==> config.mk <==
export PLATFORM = sky130hd
export DESIGN_NAME = clc_cell
export DESIGN_NICKNAME = d
export VERILOG_FILES = /design/src/verilog/clc_pkg.sv /design/src/verilog/clc_link_if.sv /design/src/verilog/clc_gates.sv /design/src/verilog/clc_func.sv /design/src/verilog/clc_cell.sv
export SDC_FILE = /design/constraint.sdc
export NUM_CORES = 1
export LEC_CHECK = 0
export ABC_AREA = 1
export BUFFER_PORTS_ARGS = -buffer_cell sky130_fd_sc_hd__clkbuf_2
export CAP_MARGIN = 10
export CORE_ASPECT_RATIO = 0.6
export CORE_MARGIN = 4
export CORE_UTILIZATION = 53
export CTS_BUF_LIST = sky130_fd_sc_hd__clkbuf_4
export DETAILED_ROUTE_END_ITERATION = 8
export HOLD_SLACK_MARGIN = 0.06
export PLACE_DENSITY = 0.87
export SYNTH_ARGS = -nofsm -noshare
export SYNTH_HDL_FRONTEND = slang
export SYNTH_SLANG_ARGS = --single-unit
==> constraint.sdc <==
create_clock -name REF_CLK -period 4.75 [get_ports REF_CLK]
set_input_delay 0.475 -clock REF_CLK [delete_from_list [all_inputs] [get_ports REF_CLK]]
set_output_delay 0.475 -clock REF_CLK [all_outputs]
set_load 0.05 [all_outputs]
==> src/verilog/clc_pkg.sv <==
/*
 * Shared constants and types for the configurable logic cell:
 * register offsets, field positions, reset values and function codes.
 * Assumes a 32-bit APB bus with byte addresses on an 8-bit address.
 */
package clc_pkg;

    localparam int ADDR_W = 8;
    localparam int SEL_W = 6;
    localparam int NUM_SRC = 64;
    localparam int NUM_IN = 4;

    localparam logic [ADDR_W-1:0] OFS_CONTROL = 8'h00;
    localparam logic [ADDR_W-1:0] OFS_POLARITY = 8'h04;
    localparam logic [ADDR_W-1:0] OFS_INPUT_SEL0 = 8'h08;
    localparam logic [ADDR_W-1:0] OFS_GATE_SEL0 = 8'h18;
    localparam logic [ADDR_W-1:0] OFS_IRQ_STATUS = 8'h28;
    localparam logic [ADDR_W-1:0] OFS_STRIDE = 8'h04;

    localparam int CTRL_ON_BIT = 7;
    localparam int CTRL_RESULT_BIT = 5;
    localparam int CTRL_RISE_BIT = 4;
    localparam int CTRL_FALL_BIT = 3;
    localparam int POL_RESULT_BIT = 7;
    localparam int STAT_FLAG_BIT = 0;

    localparam logic [7:0] CONTROL_RESET = 8'h00;
    localparam logic POL_RESULT_RESET = 1'b0;
    localparam int APB_WAIT_CYCLES = 1;

    typedef enum logic [2:0] {
        FN_AND_OR = 3'b000,
        FN_OR_XOR = 3'b001,
        FN_AND4 = 3'b010,
        FN_SR_LATCH = 3'b011,
        FN_DFF_SR = 3'b100,
        FN_DFF2_R = 3'b101,
        FN_JK_R = 3'b110,
        FN_LATCH_SR = 3'b111
    } clc_func_t;

endpackage

==> src/verilog/clc_link_if.sv <==
/*
 * Internal bundle between the cell controller, the gate stage and the
 * function stage. Assumes all users share one clock domain.
 */
`timescale 1ns/100ps
interface clc_link_if;
    logic [3:0] data;
    logic [31:0] gate_en;
    logic [3:0] gate_inv;
    logic [3:0] gate;
    clc_pkg::clc_func_t mode;
    logic on;
    logic result;

    modport gate_mp (input data, input gate_en, input gate_inv, output gate);
    modport func_mp (input gate, input mode, input on, output result);
    modport ctl_mp (output data, output gate_en, output gate_inv, output mode,
        output on, input gate, input result);
endinterface

==> src/verilog/clc_gates.sv <==
/*
 * Data gating stage: four gates, each combining the enabled true or
 * negated data inputs, then its own output inversion.
 * Assumes a purely combinational path; no clock.
 */
`timescale 1ns/100ps
module clc_gates (
    clc_link_if.gate_mp link
);

    genvar g;
    generate
        for (g = 0; g < 4; g++) begin : gate_blk
            logic [7:0] en;
            logic [3:0] term;
            assign en = link.gate_en[8*g +: 8];
            // odd bit true, even bit negated
            // input one at bits 1 and 0
            for (genvar i = 0; i < 4; i++) begin : term_blk
                assign term[i] = (en[2*i+1] & link.data[i]) | (en[2*i] & ~link.data[i]);
            end
            // enabled terms, then gate inversion
            // per-gate output inversion
            assign link.gate[g] = (|term) ^ link.gate_inv[g];
        end
    endgenerate

endmodule

==> src/verilog/clc_func.sv <==
/*
 * Logic function stage: eight combinational or sequential functions of
 * the four gate outputs. Gate 0 is the data-derived clock in modes 100 to 110 and the latch enable in mode 111.
 * Assumes gate outputs synchronous to the clock; synchronous reset.
 */
`timescale 1ns/100ps
module clc_func (
    input wire logic clk,
    input wire logic srst,
    clc_link_if.func_mp link
);

    typedef struct packed {
        logic q;
        logic clk_prev;
    } clc_func_state_t;

    clc_func_state_t s_q;
    clc_func_state_t s_d;

    logic [3:0] g;
    logic edge_hit;

    always_comb begin
        g = link.gate;
        edge_hit = g[0] & ~s_q.clk_prev;
        s_d = s_q;
        s_d.clk_prev = g[0];
        case (link.mode)
            // and-or
            clc_pkg::FN_AND_OR: s_d.q = (g[0] & g[1]) | (g[2] & g[3]);
            // or-xor
            clc_pkg::FN_OR_XOR: s_d.q = (g[0] | g[1]) ^ (g[2] | g[3]);
            // four-input and
            clc_pkg::FN_AND4: s_d.q = &g;
            // set-reset latch
            clc_pkg::FN_SR_LATCH: begin
                if (g[0] | g[1]) begin
                    s_d.q = 1'b1;
                end else if (g[2] | g[3]) begin
                    s_d.q = 1'b0;
                end
            end
            // d flip-flop, set and reset
            clc_pkg::FN_DFF_SR: begin
                if (g[2]) begin
                    s_d.q = 1'b0;
                end else if (g[3]) begin
                    s_d.q = 1'b1;
                end else if (edge_hit) begin
                    // state moves on gate clock
                    s_d.q = g[1];
                end
            end
            // two-data d flip-flop
            clc_pkg::FN_DFF2_R: begin
                if (g[2]) begin
                    s_d.q = 1'b0;
                end else if (edge_hit) begin
                    s_d.q = g[1] & g[3];
                end
            end
            // j-k flip-flop
            clc_pkg::FN_JK_R: begin
                if (g[2]) begin
                    s_d.q = 1'b0;
                end else if (edge_hit) begin
                    case ({g[1], g[3]})
                        2'b01: s_d.q = 1'b0;
                        2'b10: s_d.q = 1'b1;
                        2'b11: s_d.q = ~s_q.q;
                        default: s_d.q = s_q.q;
                    endcase
                end
            end
            // transparent latch, set and reset
            clc_pkg::FN_LATCH_SR: begin
                if (g[2]) begin
                    s_d.q = 1'b0;
                end else if (g[3]) begin
                    s_d.q = 1'b1;
                end else if (g[0]) begin
                    s_d.q = g[1];
                end
            end
            default: s_d.q = s_q.q;
        endcase
        if (!link.on) begin
            s_d.q = 1'b0;
        end
    end

    assign link.result = s_d.q;

    always_ff @(posedge clk) begin
        if (srst) begin
            s_q <= '0;
        end else begin
            s_q <= s_d;
        end
    end

endmodule

==> src/verilog/clc_cell.sv <==
/*
 * Configurable logic cell top: APB register file, input source
 * selection, gate and function stages, output inversion and edge flag.
 * Assumes APB signals and source inputs synchronous to REF_CLK (40 MHz)
 * and a synchronous active-high reset on SRST.
 */
`timescale 1ns/100ps

// Function
// cell off forces output to zero
// control bit 5 reads inverted result
// rising output edge sets flag if enabled
// falling output edge sets flag if enabled
// mode 111 latch with set, reset
// mode 110 j-k flip-flop with reset
// mode 101 two-data d flip-flop, reset
// mode 100 d flip-flop, set, reset
// mode 011 set-reset latch
// mode 010 four-input and
// mode 001 or-xor of gates
// mode 000 and-or of gates
// polarity bit 7 inverts cell result
// polarity bits 3-0 invert each gate
// unused polarity, selector bits read zero
// six-bit source selector per input
// gate select pairs: odd true, even negated
// bits 1,0 gate input one
// gate combines enabled inputs, then inverts
// reset clears control only; the code also clears polarity bit 7
// software clears flag; set wins
// inversion change raises edge flag
// writes act next cycle; edge vs registered
// sequential state moves on gate clock
module clc_cell (
    input wire logic REF_CLK,
    input wire logic SRST,
    input wire logic PSEL,
    input wire logic PENABLE,
    input wire logic PWRITE,
    input wire logic [7:0] PADDR,
    input wire logic [31:0] PWDATA,
    input wire logic [3:0] PSTRB,
    output logic [31:0] PRDATA,
    output logic PREADY,
    output logic PSLVERR,
    input wire logic [63:0] SRC_IN,
    output logic CELL_OUTPUT_SIGNAL,
    output logic CELL_IRQ_FLAG
);

    typedef struct packed {
        logic cell_on;
        logic rise_irq_en;
        logic fall_irq_en;
        clc_pkg::clc_func_t function_select;
        logic result_invert;
        logic [3:0] gate_invert;
        logic [3:0][5:0] input_source;
        logic [3:0][7:0] gate_select;
        logic cell_result;
        logic cell_irq_flag;
        logic [31:0] rdata;
        logic ready;
        logic slverr;
    } clc_cell_state_t;

    clc_cell_state_t s_q;
    clc_cell_state_t s_d;

    clc_link_if link ();

    wire [3:0] sel_data;

    logic access_phase;
    logic commit;
    logic do_write;
    logic hit;
    logic [31:0] rd_value;
    logic [7:0] wbyte;
    logic [7:0] rel;
    logic [1:0] idx;
    logic out_next;
    logic rise_evt;
    logic fall_evt;
    logic flag_clear;

    // per-input six-bit source selection
    genvar i;
    generate
        for (i = 0; i < 4; i++) begin : src_blk
            assign sel_data[i] = SRC_IN[s_q.input_source[i]];
        end
    endgenerate

    assign link.data = sel_data;
    assign link.gate_en = s_q.gate_select;
    assign link.gate_inv = s_q.gate_invert;
    assign link.mode = s_q.function_select;
    assign link.on = s_q.cell_on;

    clc_gates u_gates (
        .link(link.gate_mp)
    );

    clc_func u_func (
        .clk(REF_CLK),
        .srst(SRST),
        .link(link.func_mp)
    );

    always_comb begin
        s_d = s_q;
        access_phase = PSEL & PENABLE;
        commit = access_phase & s_q.ready;
        do_write = commit & PWRITE & PSTRB[0];
        wbyte = PWDATA[7:0];
        rel = PADDR - clc_pkg::OFS_INPUT_SEL0;
        idx = rel[3:2];
        hit = 1'b1;
        rd_value = 32'h0000_0000;
        flag_clear = 1'b0;

        // register read view and address decode
        if (PADDR[1:0] != 2'b00) begin
            hit = 1'b0;
        end else if (PADDR == clc_pkg::OFS_CONTROL) begin
            // result shown in bit 5
            rd_value[clc_pkg::CTRL_ON_BIT] = s_q.cell_on;
            rd_value[clc_pkg::CTRL_RESULT_BIT] = s_q.cell_result;
            rd_value[clc_pkg::CTRL_RISE_BIT] = s_q.rise_irq_en;
            rd_value[clc_pkg::CTRL_FALL_BIT] = s_q.fall_irq_en;
            rd_value[2:0] = s_q.function_select;
        end else if (PADDR == clc_pkg::OFS_POLARITY) begin
            // bits 6 to 4 read zero
            rd_value[clc_pkg::POL_RESULT_BIT] = s_q.result_invert;
            rd_value[3:0] = s_q.gate_invert;
        end else if (PADDR >= clc_pkg::OFS_INPUT_SEL0
                && PADDR < clc_pkg::OFS_GATE_SEL0) begin
            // selector bits 7 to 6 read zero
            rd_value[5:0] = s_q.input_source[idx];
        end else if (PADDR >= clc_pkg::OFS_GATE_SEL0
                && PADDR < clc_pkg::OFS_IRQ_STATUS) begin
            rd_value[7:0] = s_q.gate_select[idx];
        end else if (PADDR == clc_pkg::OFS_IRQ_STATUS) begin
            rd_value[clc_pkg::STAT_FLAG_BIT] = s_q.cell_irq_flag;
        end else begin
            hit = 1'b0;
        end

        // apb answer one wait state after the access phase opens
        s_d.ready = access_phase & ~s_q.ready;
        if (access_phase && !s_q.ready) begin
            s_d.rdata = PWRITE ? 32'h0000_0000 : rd_value;
            s_d.slverr = ~hit;
        end else begin
            s_d.slverr = 1'b0;
        end

        // write applied at the completing edge
        if (do_write && hit) begin
            if (PADDR == clc_pkg::OFS_CONTROL) begin
                s_d.cell_on = wbyte[clc_pkg::CTRL_ON_BIT];
                s_d.rise_irq_en = wbyte[clc_pkg::CTRL_RISE_BIT];
                s_d.fall_irq_en = wbyte[clc_pkg::CTRL_FALL_BIT];
                s_d.function_select = clc_pkg::clc_func_t'(wbyte[2:0]);
            end else if (PADDR == clc_pkg::OFS_POLARITY) begin
                s_d.result_invert = wbyte[clc_pkg::POL_RESULT_BIT];
                s_d.gate_invert = wbyte[3:0];
            end else if (PADDR >= clc_pkg::OFS_INPUT_SEL0
                    && PADDR < clc_pkg::OFS_GATE_SEL0) begin
                s_d.input_source[idx] = wbyte[5:0];
            end else if (PADDR >= clc_pkg::OFS_GATE_SEL0
                    && PADDR < clc_pkg::OFS_IRQ_STATUS) begin
                s_d.gate_select[idx] = wbyte;
            end else begin
                flag_clear = wbyte[clc_pkg::STAT_FLAG_BIT];
            end
        end

        // cell off gives logic zero
        // result inversion after function
        // inversion change seen as edge
        if (s_q.cell_on) begin
            out_next = link.result ^ s_q.result_invert;
        end else begin
            out_next = 1'b0;
        end
        s_d.cell_result = out_next;

        // compare with registered output
        // rising edge detect
        rise_evt = s_q.rise_irq_en & out_next & ~s_q.cell_result;
        // falling edge detect
        fall_evt = s_q.fall_irq_en & ~out_next & s_q.cell_result;

        if (flag_clear) begin
            s_d.cell_irq_flag = 1'b0;
        end
        // edge during clear keeps flag
        if (rise_evt || fall_evt) begin
            s_d.cell_irq_flag = 1'b1;
        end
    end

    always_ff @(posedge REF_CLK) begin
        if (SRST) begin
            // selectors and gate settings kept
            s_q <= s_d;
            s_q.cell_on <= clc_pkg::CONTROL_RESET[clc_pkg::CTRL_ON_BIT];
            s_q.rise_irq_en <= clc_pkg::CONTROL_RESET[clc_pkg::CTRL_RISE_BIT];
            s_q.fall_irq_en <= clc_pkg::CONTROL_RESET[clc_pkg::CTRL_FALL_BIT];
            s_q.function_select <= clc_pkg::clc_func_t'(clc_pkg::CONTROL_RESET[2:0]);
            s_q.result_invert <= clc_pkg::POL_RESULT_RESET;
            s_q.cell_result <= 1'b0;
            s_q.cell_irq_flag <= 1'b0;
            s_q.rdata <= 32'h0000_0000;
            s_q.ready <= 1'b0;
            s_q.slverr <= 1'b0;
        end else begin
            s_q <= s_d;
        end
    end

    assign PRDATA = s_q.rdata;
    assign PREADY = s_q.ready;
    assign PSLVERR = s_q.slverr;
    assign CELL_OUTPUT_SIGNAL = s_q.cell_result;
    assign CELL_IRQ_FLAG = s_q.cell_irq_flag;

endmodule

==> impl_metrics.env <==
export IMPL_antenna_left=0
export IMPL_synth_distinct_cells=38
export IMPL_slowest_delay_ns=0.93
export IMPL_antenna_found_initial=0
export IMPL_start_util_pct=55.5
export IMPL_worstPathRequired_ns=5.14
export IMPL_finalWirelength_mm=22.8
export IMPL_yosysWarnings=0
export IMPL_drive_gt1_share_pct=15.0
export IMPL_path_delay_family="simple AND/OR/NAND/NOR gates"
export IMPL_die_width_um=155
export IMPL_relSlewSlack_pct=34.8
export IMPL_endpoint_kind="register"
export IMPL_drv_slew=0
export IMPL_clock_skew_final_ns=0.0150
export IMPL_yosys_top_cells_area="edfxtp_1 26%, nand2_1 23%, nand3_1 18%"
export IMPL_cts_root_buf="clkbuf_4"
export IMPL_cts_buffer_depth=2
export IMPL_synthCells=1045
export IMPL_grt_use_total_pct=30.1
export IMPL_vias_per_cell=6.06
export IMPL_hold_class="in -> reg"
export IMPL_path_buf_inv=2
export IMPL_cts_max_level=3
export IMPL_dr_first_iter_drc_count=1168
export IMPL_fin_crit_ns=3.59
export IMPL_tightest_slew_ns=0.975
export IMPL_grt_max_degree=35
export IMPL_synth_simple_area_share_pct=48.6
export IMPL_worst_slack_ns=1.16
export IMPL_power_density_mw_per_mm2=191
export IMPL_synth_xor_area_share_pct=0
export IMPL_max_freq_mhz=278
export IMPL_vdd_drop_max_v=0.000109
export IMPL_synth_seq_cells=81
export IMPL_cts_tree="built"
export IMPL_p_leak_nw=3.34
export IMPL_dp_slack_ns=1.37
export IMPL_clkTransAtPathRegs_ns=0.14
export IMPL_critical_path_slowest_cell="edfxtp_1"
export IMPL_drc=0
export IMPL_outcome="completed"
export IMPL_avgSynthCellArea_um2=6.56
export IMPL_synth_top_area_share_pct=26.3
export IMPL_synth_top_family_by_area="simple AND/OR/NAND/NOR gates"
export IMPL_grt_pass1_wl_mm=35.0
export IMPL_avgRoutedWirePerCell_um=17.9
export IMPL_n_antenna_cell=0
export IMPL_syn_area_mm2=0.00685
export IMPL_clock_sinks=81
export IMPL_synth_area_leader_cell="edfxtp_1"
export IMPL_critPathKind="reg -> reg"
export IMPL_yosys_area_share_adder_pct=0
export IMPL_ctsHoldBuffers=0
export IMPL_fin_crit_sh_pct=75.7
export IMPL_nets=1215
export IMPL_reg2reg_slack_ns=1.16
export IMPL_fp_dieH_um=96.1
export IMPL_cts_made_buffers=9
export IMPL_seq_area_frac_synth_pct=32.4
export IMPL_dp_hpwl_mm=17.0
export IMPL_grt_pass1_vias=6591
export IMPL_worst_endpoint_arrival_ns=3.98
export IMPL_maxCapViolCount=0
export IMPL_post_cts_resized=0
export IMPL_worstSkewPairLatency_ns=0.47
export IMPL_finalSetupViolCount=0
export IMPL_synthMuxAreaShare_pct=0
export IMPL_pin_count=149
export IMPL_gr_total_overflow=0
export IMPL_synthArstFlopShare_pct=0
export IMPL_place_congestion=1.01
export IMPL_finalHoldViolCount=0
export IMPL_dieArea_mm2=0.0149
export IMPL_cp_common_cell="nand2_1"
export IMPL_rsz0062_at_grt="no"
export IMPL_io_buffers=97
export IMPL_core_area_mm2=0.0123
export IMPL_rows=31
export IMPL_start_kind="register"
export IMPL_dr_total_vias=7702
export IMPL_synth_edf_count=60
export IMPL_cts_setup_buffers=0
export IMPL_finalSetupTns_ns=0
export IMPL_path_max_fanout=18
export IMPL_dr_pass1_iters=8
export IMPL_syn2layout_area_growth_pct=4.84
export IMPL_synth_compound_area_share_pct=6.14
export IMPL_ys_flop_type="edfxtp_1"
==> logic make-up (layout without fill, tap and decap cells) <==
| logic type | after synthesis | after routing |
|---|---|---|
| flops | 81 | 81 |
| compound gates | 69 | 69 |
| other cells | 1 | 24 |
| simple gates | 751 | 751 |
| buf+inv | 143 | 182 |
==> final timing paths <==
path | from | end | depth (start not counted)
worst min-delay path | PWDATA[6] | link.gate_en[6] | 1
worst max register to register | s_q[75] | CELL_IRQ_FLAG | 25
worst min register to register | PRDATA[3] | PRDATA[3] | 2
worst max-delay path | s_q[75] | CELL_IRQ_FLAG | 25
==> layer usage <==
layer / track usage (%) / part of all wire (%) / vias up
li1: - / - / 3553
met1: 43.6 / 40 / 3408
met2: 41.3 / 38 / 662
met3: 13.1 / 20 / 79
met4: 6.39 / 2.1 / 0
met5: 0 / 0 / -
==> report_power, final <==
part           total, W  switching (W)  internal [W]
clock          0.000392       0.000275      0.000117
sequential     0.000759    0.000000703      0.000759
combinational  0.000219       0.000159     0.0000608
total           0.00137       0.000434      0.000937
==> synthesized netlist by cell type (3+ instances only) <==
cell,instances
o21ai_0,13
inv_4,4
nand3_2,10
edfxtp_1,60
nor2_2,3
buf_2,9
inv_2,8
o22ai_1,11
inv_1,48
nand3_1,241
clkbuf_1,9
nor2_1,36
o21ai_1,3
a21oi_1,22
nand3b_1,3
nand4_1,6
dfxtp_1,21
a22oi_1,4
nand2_2,12
nand2_1,424
buf_6,20
buf_4,45
nor3_1,9
==> worst reg2reg max path, stage by stage (launching register included) <==
cell	delay (ns)
edfxtp_1	0.93
inv_2	0.37
nand3_1	0.18
nand3_1	0.15
nand2_1	0.12
nand2_1	0.08
nand3_2	0.10
nand3b_4	0.11
nand3_1	0.10
nand2_1	0.08
nor2_2	0.12
nand2_1	0.08
nand2_2	0.11
nand3b_1	0.12
nand2_1	0.08
nand3_1	0.09
nand3_1	0.08
nand2_1	0.06
nor2_2	0.09
nand2_2	0.08
nand2_2	0.08
nand2_1	0.06
nand3_1	0.07
nand3_1	0.07
nand2_1	0.06
inv_1	0.04
==> layout make-up <==
class,count,area (um^2)
clock buffers,9,67.6
well taps,165,206
clock inverters,7,60.1
multi-input cells,844,3840
repair buffers,106,553
fillers,1175,5150
flip-flops and latches,81,2220
inverters,60,235
==> state kept, by name, summed over array words and instances, names as in the netlist <==
| name | count |
|---|---|
| link.gate_inv | 4 |
| PREADY | 1 |
| link.on | 1 |
| PSLVERR | 1 |
| link.gate_en | 32 |
| CELL_IRQ_FLAG | 1 |
| PRDATA | 8 |
| u_func.s_q | 2 |
| link.mode | 3 |
| s_q | 27 |
| CELL_OUTPUT_SIGNAL | 1 |
==> metrics by stage <==
step	cell area [um^2]	util [%]	hold WS, ns	total power (W)	instances
after floorplan	6940	-	0.440	0.000910	1068
after detailed placement	7060	57.2	0.457	0.000986	1256
after global placement	7060	57.2	0.452	0.000982	1256
after CTS	7180	58.2	0.213	0.00137	1272
after global routing	7180	58.2	0.214	0.00142	1272
final	7180	58.2	0.224	0.00137	1272
==> layout by cell type (no fill, tap or decap), drive strengths merged, types with 11 or more instances in the layout <==
master,count
a21oi,22
o22ai,11
nand3,251
dfxtp,21
conb,24
clkbuf,106
o21ai,16
nand2,438
edfxtp,60
inv,64
nor2,41
No activity file was read; power rests on OpenSTA's default activity.
